$ cat src/common/bwm_pkg.sv
// Package of offsets, field positions, opcodes and reset values for the move and add datapath.
package bwm_pkg;

    // ------------------------------------------------------------------
    // Register byte addresses
    // ------------------------------------------------------------------
    localparam logic [7:0] ADDR_CTRL   = 8'h00;
    localparam logic [7:0] ADDR_DST    = 8'h04;
    localparam logic [7:0] ADDR_SRC    = 8'h08;
    localparam logic [7:0] ADDR_WDST   = 8'h0C;
    localparam logic [7:0] ADDR_WSRC   = 8'h10;
    localparam logic [7:0] ADDR_PSW    = 8'h14;
    localparam logic [7:0] ADDR_FMODE  = 8'h18;
    localparam logic [7:0] ADDR_SAVE   = 8'h1C;
    localparam logic [7:0] ADDR_STATUS = 8'h20;

    // ------------------------------------------------------------------
    // Control word fields
    // ------------------------------------------------------------------
    localparam int CTRL_OP_LSB  = 0;
    localparam int CTRL_GO_BIT  = 3;
    localparam int CTRL_ACC_BIT = 4;
    localparam int CTRL_EEP_BIT = 5;

    localparam logic [2:0] OP_MOVE     = 3'h0;
    localparam logic [2:0] OP_MOVE_PSW = 3'h1;
    localparam logic [2:0] OP_EXCH     = 3'h2;
    localparam logic [2:0] OP_WMOVE    = 3'h3;
    localparam logic [2:0] OP_ADD      = 3'h4;
    localparam logic [2:0] OP_BYTE_SUM_WITH_CARRY_IN     = 3'h5;
    localparam logic [2:0] OP_FLAGS    = 3'h6;
    localparam logic [2:0] OP_NOP      = 3'h7;

    // ------------------------------------------------------------------
    // Program status word flag positions and flag update modes
    // ------------------------------------------------------------------
    localparam int PSW_CY_BIT = 0;
    localparam int PSW_AC_BIT = 4;
    localparam int PSW_Z_BIT  = 6;

    localparam logic [2:0] FM_KEEP    = 3'h0;
    localparam logic [2:0] FM_ZERO    = 3'h1;
    localparam logic [2:0] FM_ONE     = 3'h2;
    localparam logic [2:0] FM_RESULT  = 3'h3;
    localparam logic [2:0] FM_RESTORE = 3'h4;

    // Mode fields in the flag mode register: carry, nibble carry, zero.
    localparam int FMODE_CY_LSB = 0;
    localparam int FMODE_AC_LSB = 4;
    localparam int FMODE_Z_LSB  = 8;

    localparam int STAT_EEP_BIT = 0;
    localparam int STAT_BLK_BIT = 1;

    localparam logic [7:0]  RST_BYTE = 8'h00;
    localparam logic [15:0] RST_WORD = 16'h0000;

endpackage

$ cat src/hw/bwm_byte_adder.sv
// Eight-bit adder with carry in, giving sum, carry out of bit 7 and carry from bit 3 into bit 4.
`timescale 1ns/1ps
module bwm_byte_adder
    import bwm_pkg::*;
(
    input  wire logic [7:0] a,
    input  wire logic [7:0] b,
    input  wire logic       cin,
    output logic      [7:0] sum,
    output logic            cy,
    output logic            ac
);
    logic [4:0] lo;
    logic [8:0] full;

    always_comb
    begin
        lo   = {1'b0, a[3:0]} + {1'b0, b[3:0]} + {4'h0, cin};
        full = {1'b0, a} + {1'b0, b} + {8'h00, cin};
        sum  = full[7:0];
        cy   = full[8];
        ac   = lo[4];
    end
endmodule

$ cat src/hw/bwm_flag_update.sv
// Applies one of five update modes to a single status flag.
`timescale 1ns/1ps
module bwm_flag_update
    import bwm_pkg::*;
(
    input  wire logic [2:0] mode,
    input  wire logic       cur,
    input  wire logic       res,
    input  wire logic       saved,
    output logic            flag
);
    function automatic logic upd(input logic [2:0] m, input logic c, input logic r,
                                 input logic s);
        case (m)
            FM_ZERO:    upd = 1'b0;
            FM_ONE:     upd = 1'b1;
            FM_RESULT:  upd = r;
            FM_RESTORE: upd = s;
            default:    upd = c;
        endcase
    endfunction

    always_comb
    begin
        flag = upd(mode, cur, res, saved);
    end
endmodule

$ cat src/hw/byte_word_move_add_datapath.sv
// Move, exchange, word move and add datapath with flag update and interrupt blocking.
//
// Summary of operation
// - A byte move copies the source byte into the destination and leaves the source as it was.
// - A byte move into the status word from an immediate or the accumulator rewrites the flags; any other byte move keeps them.
// - After a byte move into the status word no interrupt or macro service is acknowledged until the next instruction other than a status word load has run.
// - A byte exchange swaps its two operands and keeps every flag.
// - A word move copies sixteen bits from source to destination and keeps every flag.
// - A word store from the word accumulator into the EEPROM region is not carried out.
// - A byte add writes destination plus source back to the destination and puts the carry out in the carry flag.
// - A byte add with carry adds source, destination and the carry flag at the lowest bit and writes the byte back.
// - Both adds set the zero flag when the written byte is zero and clear it otherwise.
// - Both adds set the carry flag when a carry leaves bit 7 and clear it otherwise.
// - Both adds set the nibble carry flag when a carry passes from bit 3 into bit 4 and clear it otherwise.
// - Each flag can be kept, forced to zero, forced to one, set from the result or restored from a saved value.
`timescale 1ns/1ps
module byte_word_move_add_datapath
    import bwm_pkg::*;
(
    input  wire logic        clk_sys,
    input  wire logic        rst_n,
    input  wire logic [7:0]  addr,
    input  wire logic [15:0] wdata,
    input  wire logic        wr_en,
    input  wire logic        rd_en,
    input  wire logic        irq_req,
    input  wire logic        ms_req,
    output logic      [15:0] rdata,
    output logic      [7:0]  program_status_word,
    output logic             irq_ack,
    output logic             ms_ack,
    output logic             exec_done
);
    // ------------------------------------------------------------------
    // State
    // ------------------------------------------------------------------
    typedef struct packed {
        logic [7:0]  dst_r;
        logic [7:0]  src_r;
        logic [15:0] wdst_r;
        logic [15:0] wsrc_r;
        logic [7:0]  psw_r;
        logic [11:0] fmode_r;
        logic [7:0]  save_r;
        logic        eep_err_r;
        logic        blk_r;
        logic [2:0]  last_op_r;
        logic [15:0] rdata_r;
        logic        irq_ack_r;
        logic        ms_ack_r;
        logic        done_r;
    } state_t;

    state_t s;
    state_t n;

    logic        go_w;
    logic [2:0]  op_w;
    logic        acc_sel_w;
    logic        eep_w;
    logic [7:0]  psw_src_w;
    logic [7:0]  sum_w;
    logic        sum_cy_w;
    logic        sum_ac_w;
    logic        cin_w;
    logic [2:0]  m_cy_w;
    logic [2:0]  m_ac_w;
    logic [2:0]  m_z_w;
    logic [7:0]  saved_w;
    logic        f_cy_w;
    logic        f_ac_w;
    logic        f_z_w;

    assign go_w      = wr_en && (addr == ADDR_CTRL) && wdata[CTRL_GO_BIT];
    assign op_w      = wdata[CTRL_OP_LSB +: 3];
    assign acc_sel_w = wdata[CTRL_ACC_BIT];
    assign eep_w     = wdata[CTRL_EEP_BIT];
    // The destination byte doubles as the accumulator for a status word load.
    assign psw_src_w = acc_sel_w ? s.dst_r : s.src_r;
    assign cin_w     = (op_w == OP_BYTE_SUM_WITH_CARRY_IN) ? s.psw_r[PSW_CY_BIT] : 1'b0;

    bwm_byte_adder u_adder (
        .a   (s.dst_r),
        .b   (s.src_r),
        .cin (cin_w),
        .sum (sum_w),
        .cy  (sum_cy_w),
        .ac  (sum_ac_w)
    );

    // ------------------------------------------------------------------
    // Flag mode selection per instruction
    // ------------------------------------------------------------------
    always_comb
    begin
        m_cy_w  = FM_KEEP;
        m_ac_w  = FM_KEEP;
        m_z_w   = FM_KEEP;
        saved_w = s.save_r;
        if (go_w)
        begin
            if (op_w == OP_ADD || op_w == OP_BYTE_SUM_WITH_CARRY_IN)
            begin
                m_cy_w = FM_RESULT;
                m_ac_w = FM_RESULT;
                m_z_w  = FM_RESULT;
            end
            else if (op_w == OP_MOVE_PSW)
            begin
                m_cy_w  = FM_RESTORE;
                m_ac_w  = FM_RESTORE;
                m_z_w   = FM_RESTORE;
                saved_w = psw_src_w;
            end
            else if (op_w == OP_FLAGS)
            begin
                m_cy_w = s.fmode_r[FMODE_CY_LSB +: 3];
                m_ac_w = s.fmode_r[FMODE_AC_LSB +: 3];
                m_z_w  = s.fmode_r[FMODE_Z_LSB +: 3];
            end
        end
    end

    bwm_flag_update u_f_cy (
        .mode  (m_cy_w),
        .cur   (s.psw_r[PSW_CY_BIT]),
        .res   (sum_cy_w),
        .saved (saved_w[PSW_CY_BIT]),
        .flag  (f_cy_w)
    );

    bwm_flag_update u_f_ac (
        .mode  (m_ac_w),
        .cur   (s.psw_r[PSW_AC_BIT]),
        .res   (sum_ac_w),
        .saved (saved_w[PSW_AC_BIT]),
        .flag  (f_ac_w)
    );

    bwm_flag_update u_f_z (
        .mode  (m_z_w),
        .cur   (s.psw_r[PSW_Z_BIT]),
        .res   (sum_w == 8'h00),
        .saved (saved_w[PSW_Z_BIT]),
        .flag  (f_z_w)
    );

    // ------------------------------------------------------------------
    // Next state
    // ------------------------------------------------------------------
    always_comb
    begin
        n           = s;
        n.done_r    = 1'b0;
        n.rdata_r   = RST_WORD;
        n.psw_r[PSW_CY_BIT] = f_cy_w;
        n.psw_r[PSW_AC_BIT] = f_ac_w;
        n.psw_r[PSW_Z_BIT]  = f_z_w;
        // Acknowledge is decided from the blocking state held before this cycle.
        n.irq_ack_r = irq_req && !s.blk_r;
        n.ms_ack_r  = ms_req && !s.blk_r;

        if (wr_en)
        begin
            if (addr == ADDR_DST)
                n.dst_r = wdata[7:0];
            else if (addr == ADDR_SRC)
                n.src_r = wdata[7:0];
            else if (addr == ADDR_WDST)
                n.wdst_r = wdata;
            else if (addr == ADDR_WSRC)
                n.wsrc_r = wdata;
            else if (addr == ADDR_FMODE)
                n.fmode_r = wdata[11:0];
            else if (addr == ADDR_SAVE)
                n.save_r = wdata[7:0];
            else if (addr == ADDR_STATUS && wdata[STAT_EEP_BIT])
                n.eep_err_r = 1'b0;
        end

        if (go_w)
        begin
            n.last_op_r = op_w;
            n.done_r    = 1'b1;
            // Any executed instruction other than another status word load ends the window opened by a status word load.
            n.blk_r     = (op_w == OP_MOVE_PSW);
            case (op_w)
                OP_MOVE:
                    n.dst_r = s.src_r;
                OP_MOVE_PSW:
                    n.psw_r = psw_src_w;
                OP_EXCH:
                begin
                    // Both sides come from the old state, so the swap is exact.
                    n.dst_r = s.src_r;
                    n.src_r = s.dst_r;
                end
                OP_WMOVE:
                begin
                    if (eep_w)
                        n.eep_err_r = 1'b1;
                    else
                        n.wdst_r = s.wsrc_r;
                end
                OP_ADD,
                OP_BYTE_SUM_WITH_CARRY_IN:
                    n.dst_r = sum_w;
                default:
                    n.dst_r = s.dst_r;
            endcase
        end

        if (rd_en)
        begin
            if (addr == ADDR_CTRL)
                n.rdata_r = {13'h0000, s.last_op_r};
            else if (addr == ADDR_DST)
                n.rdata_r = {8'h00, s.dst_r};
            else if (addr == ADDR_SRC)
                n.rdata_r = {8'h00, s.src_r};
            else if (addr == ADDR_WDST)
                n.rdata_r = s.wdst_r;
            else if (addr == ADDR_WSRC)
                n.rdata_r = s.wsrc_r;
            else if (addr == ADDR_PSW)
                n.rdata_r = {8'h00, s.psw_r};
            else if (addr == ADDR_FMODE)
                n.rdata_r = {4'h0, s.fmode_r};
            else if (addr == ADDR_SAVE)
                n.rdata_r = {8'h00, s.save_r};
            else if (addr == ADDR_STATUS)
                n.rdata_r = {14'h0000, s.blk_r, s.eep_err_r};
            else
                n.rdata_r = RST_WORD;
        end
    end

    always_ff @(posedge clk_sys or negedge rst_n)
    begin
        if (!rst_n)
            s <= '0;
        else
            s <= n;
    end

    assign rdata     = s.rdata_r;
    assign program_status_word       = s.psw_r;
    assign irq_ack   = s.irq_ack_r;
    assign ms_ack    = s.ms_ack_r;
    assign exec_done = s.done_r;
endmodule

$ cat config.mk
export PLATFORM = sky130hd
export DESIGN_NAME = byte_word_move_add_datapath
export DESIGN_NICKNAME = d
export VERILOG_FILES = /design/src/common/bwm_pkg.sv /design/src/hw/bwm_byte_adder.sv /design/src/hw/bwm_flag_update.sv /design/src/hw/byte_word_move_add_datapath.sv
export SDC_FILE = /design/constraint.sdc
export NUM_CORES = 1
export LEC_CHECK = 0
export ABC_AREA = 1
export BUFFER_PORTS_ARGS = -buffer_cell sky130_fd_sc_hd__buf_2
export CAP_MARGIN = 15
export CORE_ASPECT_RATIO = 1.25
export CORE_MARGIN = 8
export CORE_UTILIZATION = 50
export DETAILED_ROUTE_END_ITERATION = 10
export PLACE_DENSITY = 0.8
export REMOVE_ABC_BUFFERS = 1
export SYNTH_ARGS = -nofsm -noshare
export SYNTH_HDL_FRONTEND = slang
export SYNTH_HIERARCHICAL = 1
export SYNTH_SLANG_ARGS = --single-unit
$ cat constraint.sdc
create_clock -name clk_sys -period 3.3 [get_ports clk_sys]
set_input_delay 0.33 -clock clk_sys [delete_from_list [all_inputs] [get_ports clk_sys]]
set_output_delay 0.33 -clock clk_sys [all_outputs]
set_load 0.1 [all_outputs]
==> run_results.csv, run 1 <==
group,metric,value,unit
worst_setup_path,crit_required,3.60,ns
sta,fin_worst_skew,0.00987,ns
cts,numClockSinks,100,
placed_design,routabilityCongestion,0.944,
cts,cts_resized,0,
placed_design,hpwl,11.6,mm
worst_setup_path,r2r-end,"program_status_word[6]$_DFF_PN0_",
worst_setup_path,cp_max_fo,4,
synthesis,ys_types,45,
pwr,powerDensity,405,nW/um^2
drt,vias_per_cell,5.39,
worst_setup_path,path_class,"flop to flop",
layout,area_growth,7.04,%
synthesis,yosys_warnings,6,
sta,fin_crit_sh,80.9,%
pwr,power_leakage,3.32,nW
sta,finalMaxSlewViolations,0,
pwr,ir_worst_vdd,0.232,mV
outcome,outcome,"complete, no violations",
drt,drt_iter0_markers,320,
cts,cts.htree.levels,3,
worst_hold_path,hold_path_class,"primary input to asynchronous set/reset pin",
global_route,grt_pass1_vias,5157,
die,core_area,12200,sq um
cts,cts_tree,"done",
synthesis,synth_top_cell_area_share,39.9,%
sta,slew_headroom,42.7,%
cts,cts.clk_slew.worst_paths,0.07,ns
layout,final_common_cell,"nand2_1",
drt,drc_errors,0,
synthesis,syn_area,6270,sq um
synthesis,yosysSeqAreaShare,39.9,%
synthesis,ys_ff_latch,100,
drt,num_vias,5349,
die,fp.dieW,116,um
worst_setup_path,cp-start-kind,"flop",
global_route,gr-total-overflow,0,
cts,post_cts.repair.setup_buffers,0,
die,start_util,51.3,%
cts,clock_tree.root_cell,"clkbuf_16",
cts,cts.path.max_buffers,2,
synthesis,syn-mean-instance-area,7.83,sq um
worst_setup_path,end_kind,"flop",
sta,fin_crit,2.67,ns
global_route,grt_antenna_before_repair,0,
worst_setup_path,critPathArrivalTime,2.97,ns
sta,finalSetupTns,0,ns
drt,wirelength,16.1,mm
cts,cts_buffers,9,
sta,rsz0062_at_grt,"no",
sta,setup_violations,0,
placed_design,pre_cts_ws,0.481,ns
run,maxCapViolCount,0,
global_route,grt_usage,20.2,%
sta,hold_viol_final,0,
sta,timing.final.ws_setup,0.629,ns
die,dieArea,16400,sq um
pwr,p_total,2.72,mW
layout,fin_util,54.9,%
synthesis,ys_dominant_reg_cell,"dfrtp_1",
layout,nets,862,
sta,fmax,374,MHz
die,rows,45,
global_route,grt_max_degree,68,
layout,n_antenna_cell,0,
die,die_y,141,um
layout,layout-drive-gt1-share,21.4,%
placed_design,port-buffer-count,56,
synthesis,async_flop_share,100,%
global_route,grt_first_pass_wirelength,26.1,mm
die,io_pins,57,
worst_setup_path,r2r-start,"program_status_word[0]$_DFF_PN0_",
drt,dr.pass1.iters,6,
worst_setup_path,r2r_slack,0.63,ns
drt,ant_nets,0,
worst_setup_path,reg2reg_depth,14,
layout,final_cell_mix,"nand2_1, inv_1, dfrtp_1, buf_2, o21ai_2",
synthesis,synth_edf_count,0,
cts,hold_buffers,0,
sta,worst_pin_slew,0.860,ns
synthesis,synthTopCellsByArea,"dfrtp_1, nand2_1, o21ai_2",
synthesis,synth_top_cell_by_area,"dfrtp_1",
drt,post_drt_wl_per_cell,16.2,um
cts,clock_latency,0.35,ns
synthesis,synthCells,801,
## Yosys cell counts (3+ instances only)
| cell | count |
|---|---|
| nand4_1 | 6 |
| nor2_4 | 5 |
| buf_6 | 13 |
| nand2_4 | 6 |
| buf_4 | 25 |
| nand2_1 | 218 |
| a21oi_1 | 33 |
| o21ai_2 | 49 |
| nor3_1 | 3 |
| buf_2 | 7 |
| o211ai_1 | 12 |
| nand3_1 | 34 |
| nand2_2 | 6 |
| nand3b_1 | 3 |
| o21ai_1 | 34 |
| nor2_1 | 30 |
| clkbuf_1 | 6 |
| o21ai_0 | 46 |
| a21oi_2 | 3 |
| o22ai_1 | 8 |
| dfrtp_1 | 100 |
| o21bai_1 | 5 |
| o31ai_1 | 3 |
| inv_1 | 100 |
| inv_2 | 10 |
| xor2_1 | 3 |
| nand3_2 | 4 |
| ha_1 | 7 |
## per-layer routing
metal | track usage, % | vias to the layer above | routed length (um)
met3 | 2.78 | 47 | 934
met1 | 24.7 | 2506 | 6580
met2 | 33.9 | 191 | 8010
li1 | - | 2605 | -
met5 | 0 | - | 0
met4 | 9.92 | 0 | 578
## cells by family after synthesis
family	after synthesis	share of synthesized area, %
AOI/OAI and AO/OA	196	19.9
xor gates and xnor gates	3	0.419
adders and majority gates	9	2.04
buffers and inverters	165	13.3
DFF	100	39.9
and+or+nand+nor	328	24.5
## area by class of cell
class	instances	area, sq um
fillers	1171	5510
repair buffers	63	335
inverters	113	437
multi-input cells	536	2940
flip-flops and latches	100	2500
clock inverters	5	43.8
clock buffers	11	253
well taps	164	205
## power breakdown
group,total [mW],switching (mW),leakage [nW],internal (mW)
logic,0.352,0.240,1.87,0.112
clock network,1.06,0.493,0.140,0.562
registers,1.31,0.0422,1.30,1.27
total,2.72,0.775,3.32,1.95
## worst max-delay path, cell delays in order, from the launching register on
cell and delay (ns):
dfrtp_1 0.41, inv_1 0.09, nor3_1 0.06, fa_1 0.41
fa_1 0.43, xor2_1 0.19, nor4_1 0.31, nand3b_1 0.11
nor3_1 0.20, o21ai_2 0.09, nand2_1 0.08, nand2_1 0.05
inv_1 0.05, nand2_1 0.05, nand2_1 0.09
## metrics by stage
| step | std cells | area, sq um | hold slack, ns |
|---|---|---|---|
| after global placement | 976 | 6410 | 0.464 |
| after global routing | 992 | 6710 | 0.140 |
| after detailed placement | 976 | 6410 | 0.468 |
| after CTS | 992 | 6710 | 0.111 |
| after floorplan | 749 | 5870 | 0.0344 |
| final | 992 | 6710 | 0.0713 |
## flip-flops by register name, indices dropped and copies added, names as in the netlist
signal,cells
exec_done,1
program_status_word,8
s,73
ms_ack,1
rdata,16
irq_ack,1
## worst max-delay path by stage
stage / from / end / slack, ns
2_1_floorplan: program_status_word[0]$_DFF_PN0_ / program_status_word[6]$_DFF_PN0_ / 0.40
3_3_place_gp: wdata[2] / program_status_word[6]$_DFF_PN0_ / 0.52
3_5_place_dp: wdata[2] / program_status_word[6]$_DFF_PN0_ / 0.48
4_1_cts: program_status_word[0]$_DFF_PN0_ / program_status_word[6]$_DFF_PN0_ / 0.63
5_1_grt: program_status_word[0]$_DFF_PN0_ / program_status_word[6]$_DFF_PN0_ / 0.44
6_report: program_status_word[0]$_DFF_PN0_ / program_status_word[6]$_DFF_PN0_ / 0.63
Note: power is estimated with default switching activity, not from simulation.
==> inputs of run 2 (changes only) <==
- clock period: 3.3 -> 2.5 ns (I/O delays scaled with it)
==> run 2 against run 1 <==
The run now ends with setup timing left. Largest cell class unchanged. Worst setup slack got worse by 0.66 ns. Sequential cell count stayed put. Final area up 3.9%. Clock power up 55%. Maximum frequency up 5.5%.
==> run_results.csv, run 2 (synthesized netlist as in run 1, its figures left out) <==
group,metric,value,unit
die,rows,45,
sta,fin_crit,2.53,ns
worst_setup_path,cp_common_cell,"nand2_1",
cts,cts_buffers,9,
global_route,grt_usage,20.5,%
worst_setup_path,reg2reg_depth,19,
sta,fin_worst_skew,0.00819,ns
die,io_pins,57,
worst_hold_path,worstHoldStart,"ms_req",
worst_hold_path,hold_path_class,"primary input to flop",
drt,vias_per_cell,5.27,
cts,cts.clk_slew.worst_paths,0.07,ns
die,die_y,141,um
layout,final_cell_mix,"nand2_1, dfrtp_1, inv_1, buf_2, o21ai_2",
worst_setup_path,critPathTopFamily,"simple AND/OR/NAND/NOR gates",
cts,cts_tree,"done",
die,core_area,12200,sq um
placed_design,dp_cells,994,
sta,finalSetupTns,-0.0312,ns
placed_design,routabilityCongestion,0.932,
layout,n_antenna_cell,0,
worst_setup_path,critPathArrivalTime,2.82,ns
sta,hold_viol_final,0,
worst_setup_path,end_kind,"flop",
drt,num_vias,5336,
layout,finalNonFillerCells,1013,
sta,timing.final.ws_setup,-0.0312,ns
cts,clock_tree.root_cell,"clkbuf_16",
cts,cts.htree.levels,3,
worst_setup_path,path_class,"flop to flop",
sta,slew_headroom,57.3,%
cts,clock_latency,0.35,ns
layout,fin_util,57.1,%
placed_design,hpwl,11.8,mm
worst_setup_path,crit_buf_inv,3,
layout,nets,883,
drt,ant_nets,0,
placed_design,pre_cts_ws,-0.151,ns
placed_design,place_area,6560,sq um
die,fp.dieW,116,um
worst_setup_path,r2r-start,"program_status_word[0]$_DFF_PN0_",
pwr,ir_worst_vdd,0.334,mV
layout,largest-register,"s",
sta,fin_crit_sh,101,%
worst_hold_path,worstHoldPathCells,3,
die,start_util,51.3,%
die,dieArea,16400,sq um
worst_setup_path,crit_required,2.79,ns
global_route,grt_first_pass_wirelength,26.4,mm
global_route,grt_max_degree,53,
worst_setup_path,r2r-end,"program_status_word[6]$_DFF_PN0_",
sta,worst_pin_slew,0.641,ns
worst_setup_path,startpoint,"program_status_word[0]$_DFF_PN0_",
outcome,outcome,"finished, violations left",
layout,layout-drive-gt1-share,24.5,%
drt,drc_errors,0,
worst_setup_path,critPathSlowestCell,"fa_2",
global_route,gr-total-overflow,0,
pwr,power_leakage,3.45,nW
sta,hold-worst-slack,0.0989,ns
sta,rsz0062_at_grt,"yes",
cts,cts.path.max_buffers,2,
sta,finalMaxSlewViolations,0,
run,maxCapViolCount,0,
worst_setup_path,cp_max_fo,2,
drt,dr.pass1.iters,5,
layout,final_common_cell,"nand2_1",
sta,setup_violations,1,
layout,area_growth,11.3,%
drt,wirelength,15.9,mm
pwr,powerDensity,555,nW/um^2
drt,drt_iter0_markers,336,
outcome,violations,"setup timing",
worst_setup_path,slowest_delay,0.43,ns
drt,post_drt_wl_per_cell,15.7,um
global_route,grt_pass1_vias,5275,
pwr,p_total,3.87,mW
cts,numClockSinks,100,
sta,fmax,395,MHz
global_route,grt_antenna_before_repair,0,
worst_setup_path,r2r_slack,-0.03,ns
layout,largest_register_ffs,73,
worst_hold_path,holdPathEnd,"ms_ack$_DFF_PN0_",
worst_setup_path,cp_cell_sequence,"inv_2 -> nor3_2 -> fa_2 -> fa_2 -> nand2_2 -> nand2_2 -> nand3b_1 -> nand2_1 -> nand2_1 -> nand2_1 -> inv_2 -> nand3b_1 -> nor3_2 -> o21ai_2 -> nand2_1 -> nand2_1 -> inv_1 -> nand2_1 -> nand2_1",
layout,postLayoutCellArea,6980,sq um
worst_setup_path,cp-start-kind,"flop",
placed_design,port-buffer-count,56,
## run 2: cell count changes in the layout (fill, tap and decap cells not counted), moves of 2 or more
cell | before | now
buf_4 | 8 | 27
bufinv_16 | 0 | 3
nand2_1 | 218 | 215
nand2_2 | 6 | 9
clkinvlp_4 | 2 | 0
fa_1 | 2 | 0
fa_2 | 0 | 2
inv_1 | 100 | 98
inv_2 | 10 | 12
nor3_1 | 3 | 1
nor3_2 | 0 | 2
## run 2: worst max path at each step
stage	to	cells after the start
floorplan	program_status_word[6]$_DFF_PN0_	14
global placement	program_status_word[6]$_DFF_PN0_	16
detailed placement	program_status_word[6]$_DFF_PN0_	16
CTS	program_status_word[6]$_DFF_PN0_	18
global route	program_status_word[6]$_DFF_PN0_	19
finish	program_status_word[6]$_DFF_PN0_	19
## run 2: repair_timing
item	4_1_cts	5_1_grt
hold endpoints to repair	48	0
setup buffers	0	2
endpoints found under the setup margin	1	3
resized for setup	2	9
pin swaps	1	12
hold buffers	1	0
## run 2: area by class of cell
class / instances / area (sq um)
fillers: 1154 / 5240
multi-input cells: 536 / 2970
flip-flops and latches: 100 / 2500
repair buffers: 84 / 508
inverters: 113 / 437
clock buffers: 10 / 239
well taps: 164 / 205
clock inverters: 6 / 116
## run 2: per-layer routing
metal  global-route usage [%]  part of all wire [%]
met4                     10.4                   3.5
met1                     24.7                    42
met5                        0                     0
met3                     2.99                   4.7
met2                     34.6                    50
## run 2: where the power goes
group	switching (mW)	internal [mW]
registers	0.0485	1.68
clock network	0.624	1.01
logic	0.333	0.177
total	1.01	2.87
## run 2: worst register-to-register path: stages, from the launching register on
cell      delay [ns]
dfrtp_1         0.39
inv_2           0.07
nor3_2          0.05
fa_2            0.39
fa_2            0.43
nand2_2         0.07
nand2_2         0.05
nand3b_1        0.10
nand2_1         0.07
nand2_1         0.07
nand2_1         0.06
inv_2           0.05
nand3b_1        0.09
nor3_2          0.22
o21ai_2         0.06
nand2_1         0.06
nand2_1         0.04
inv_1           0.05
nand2_1         0.05
nand2_1         0.10
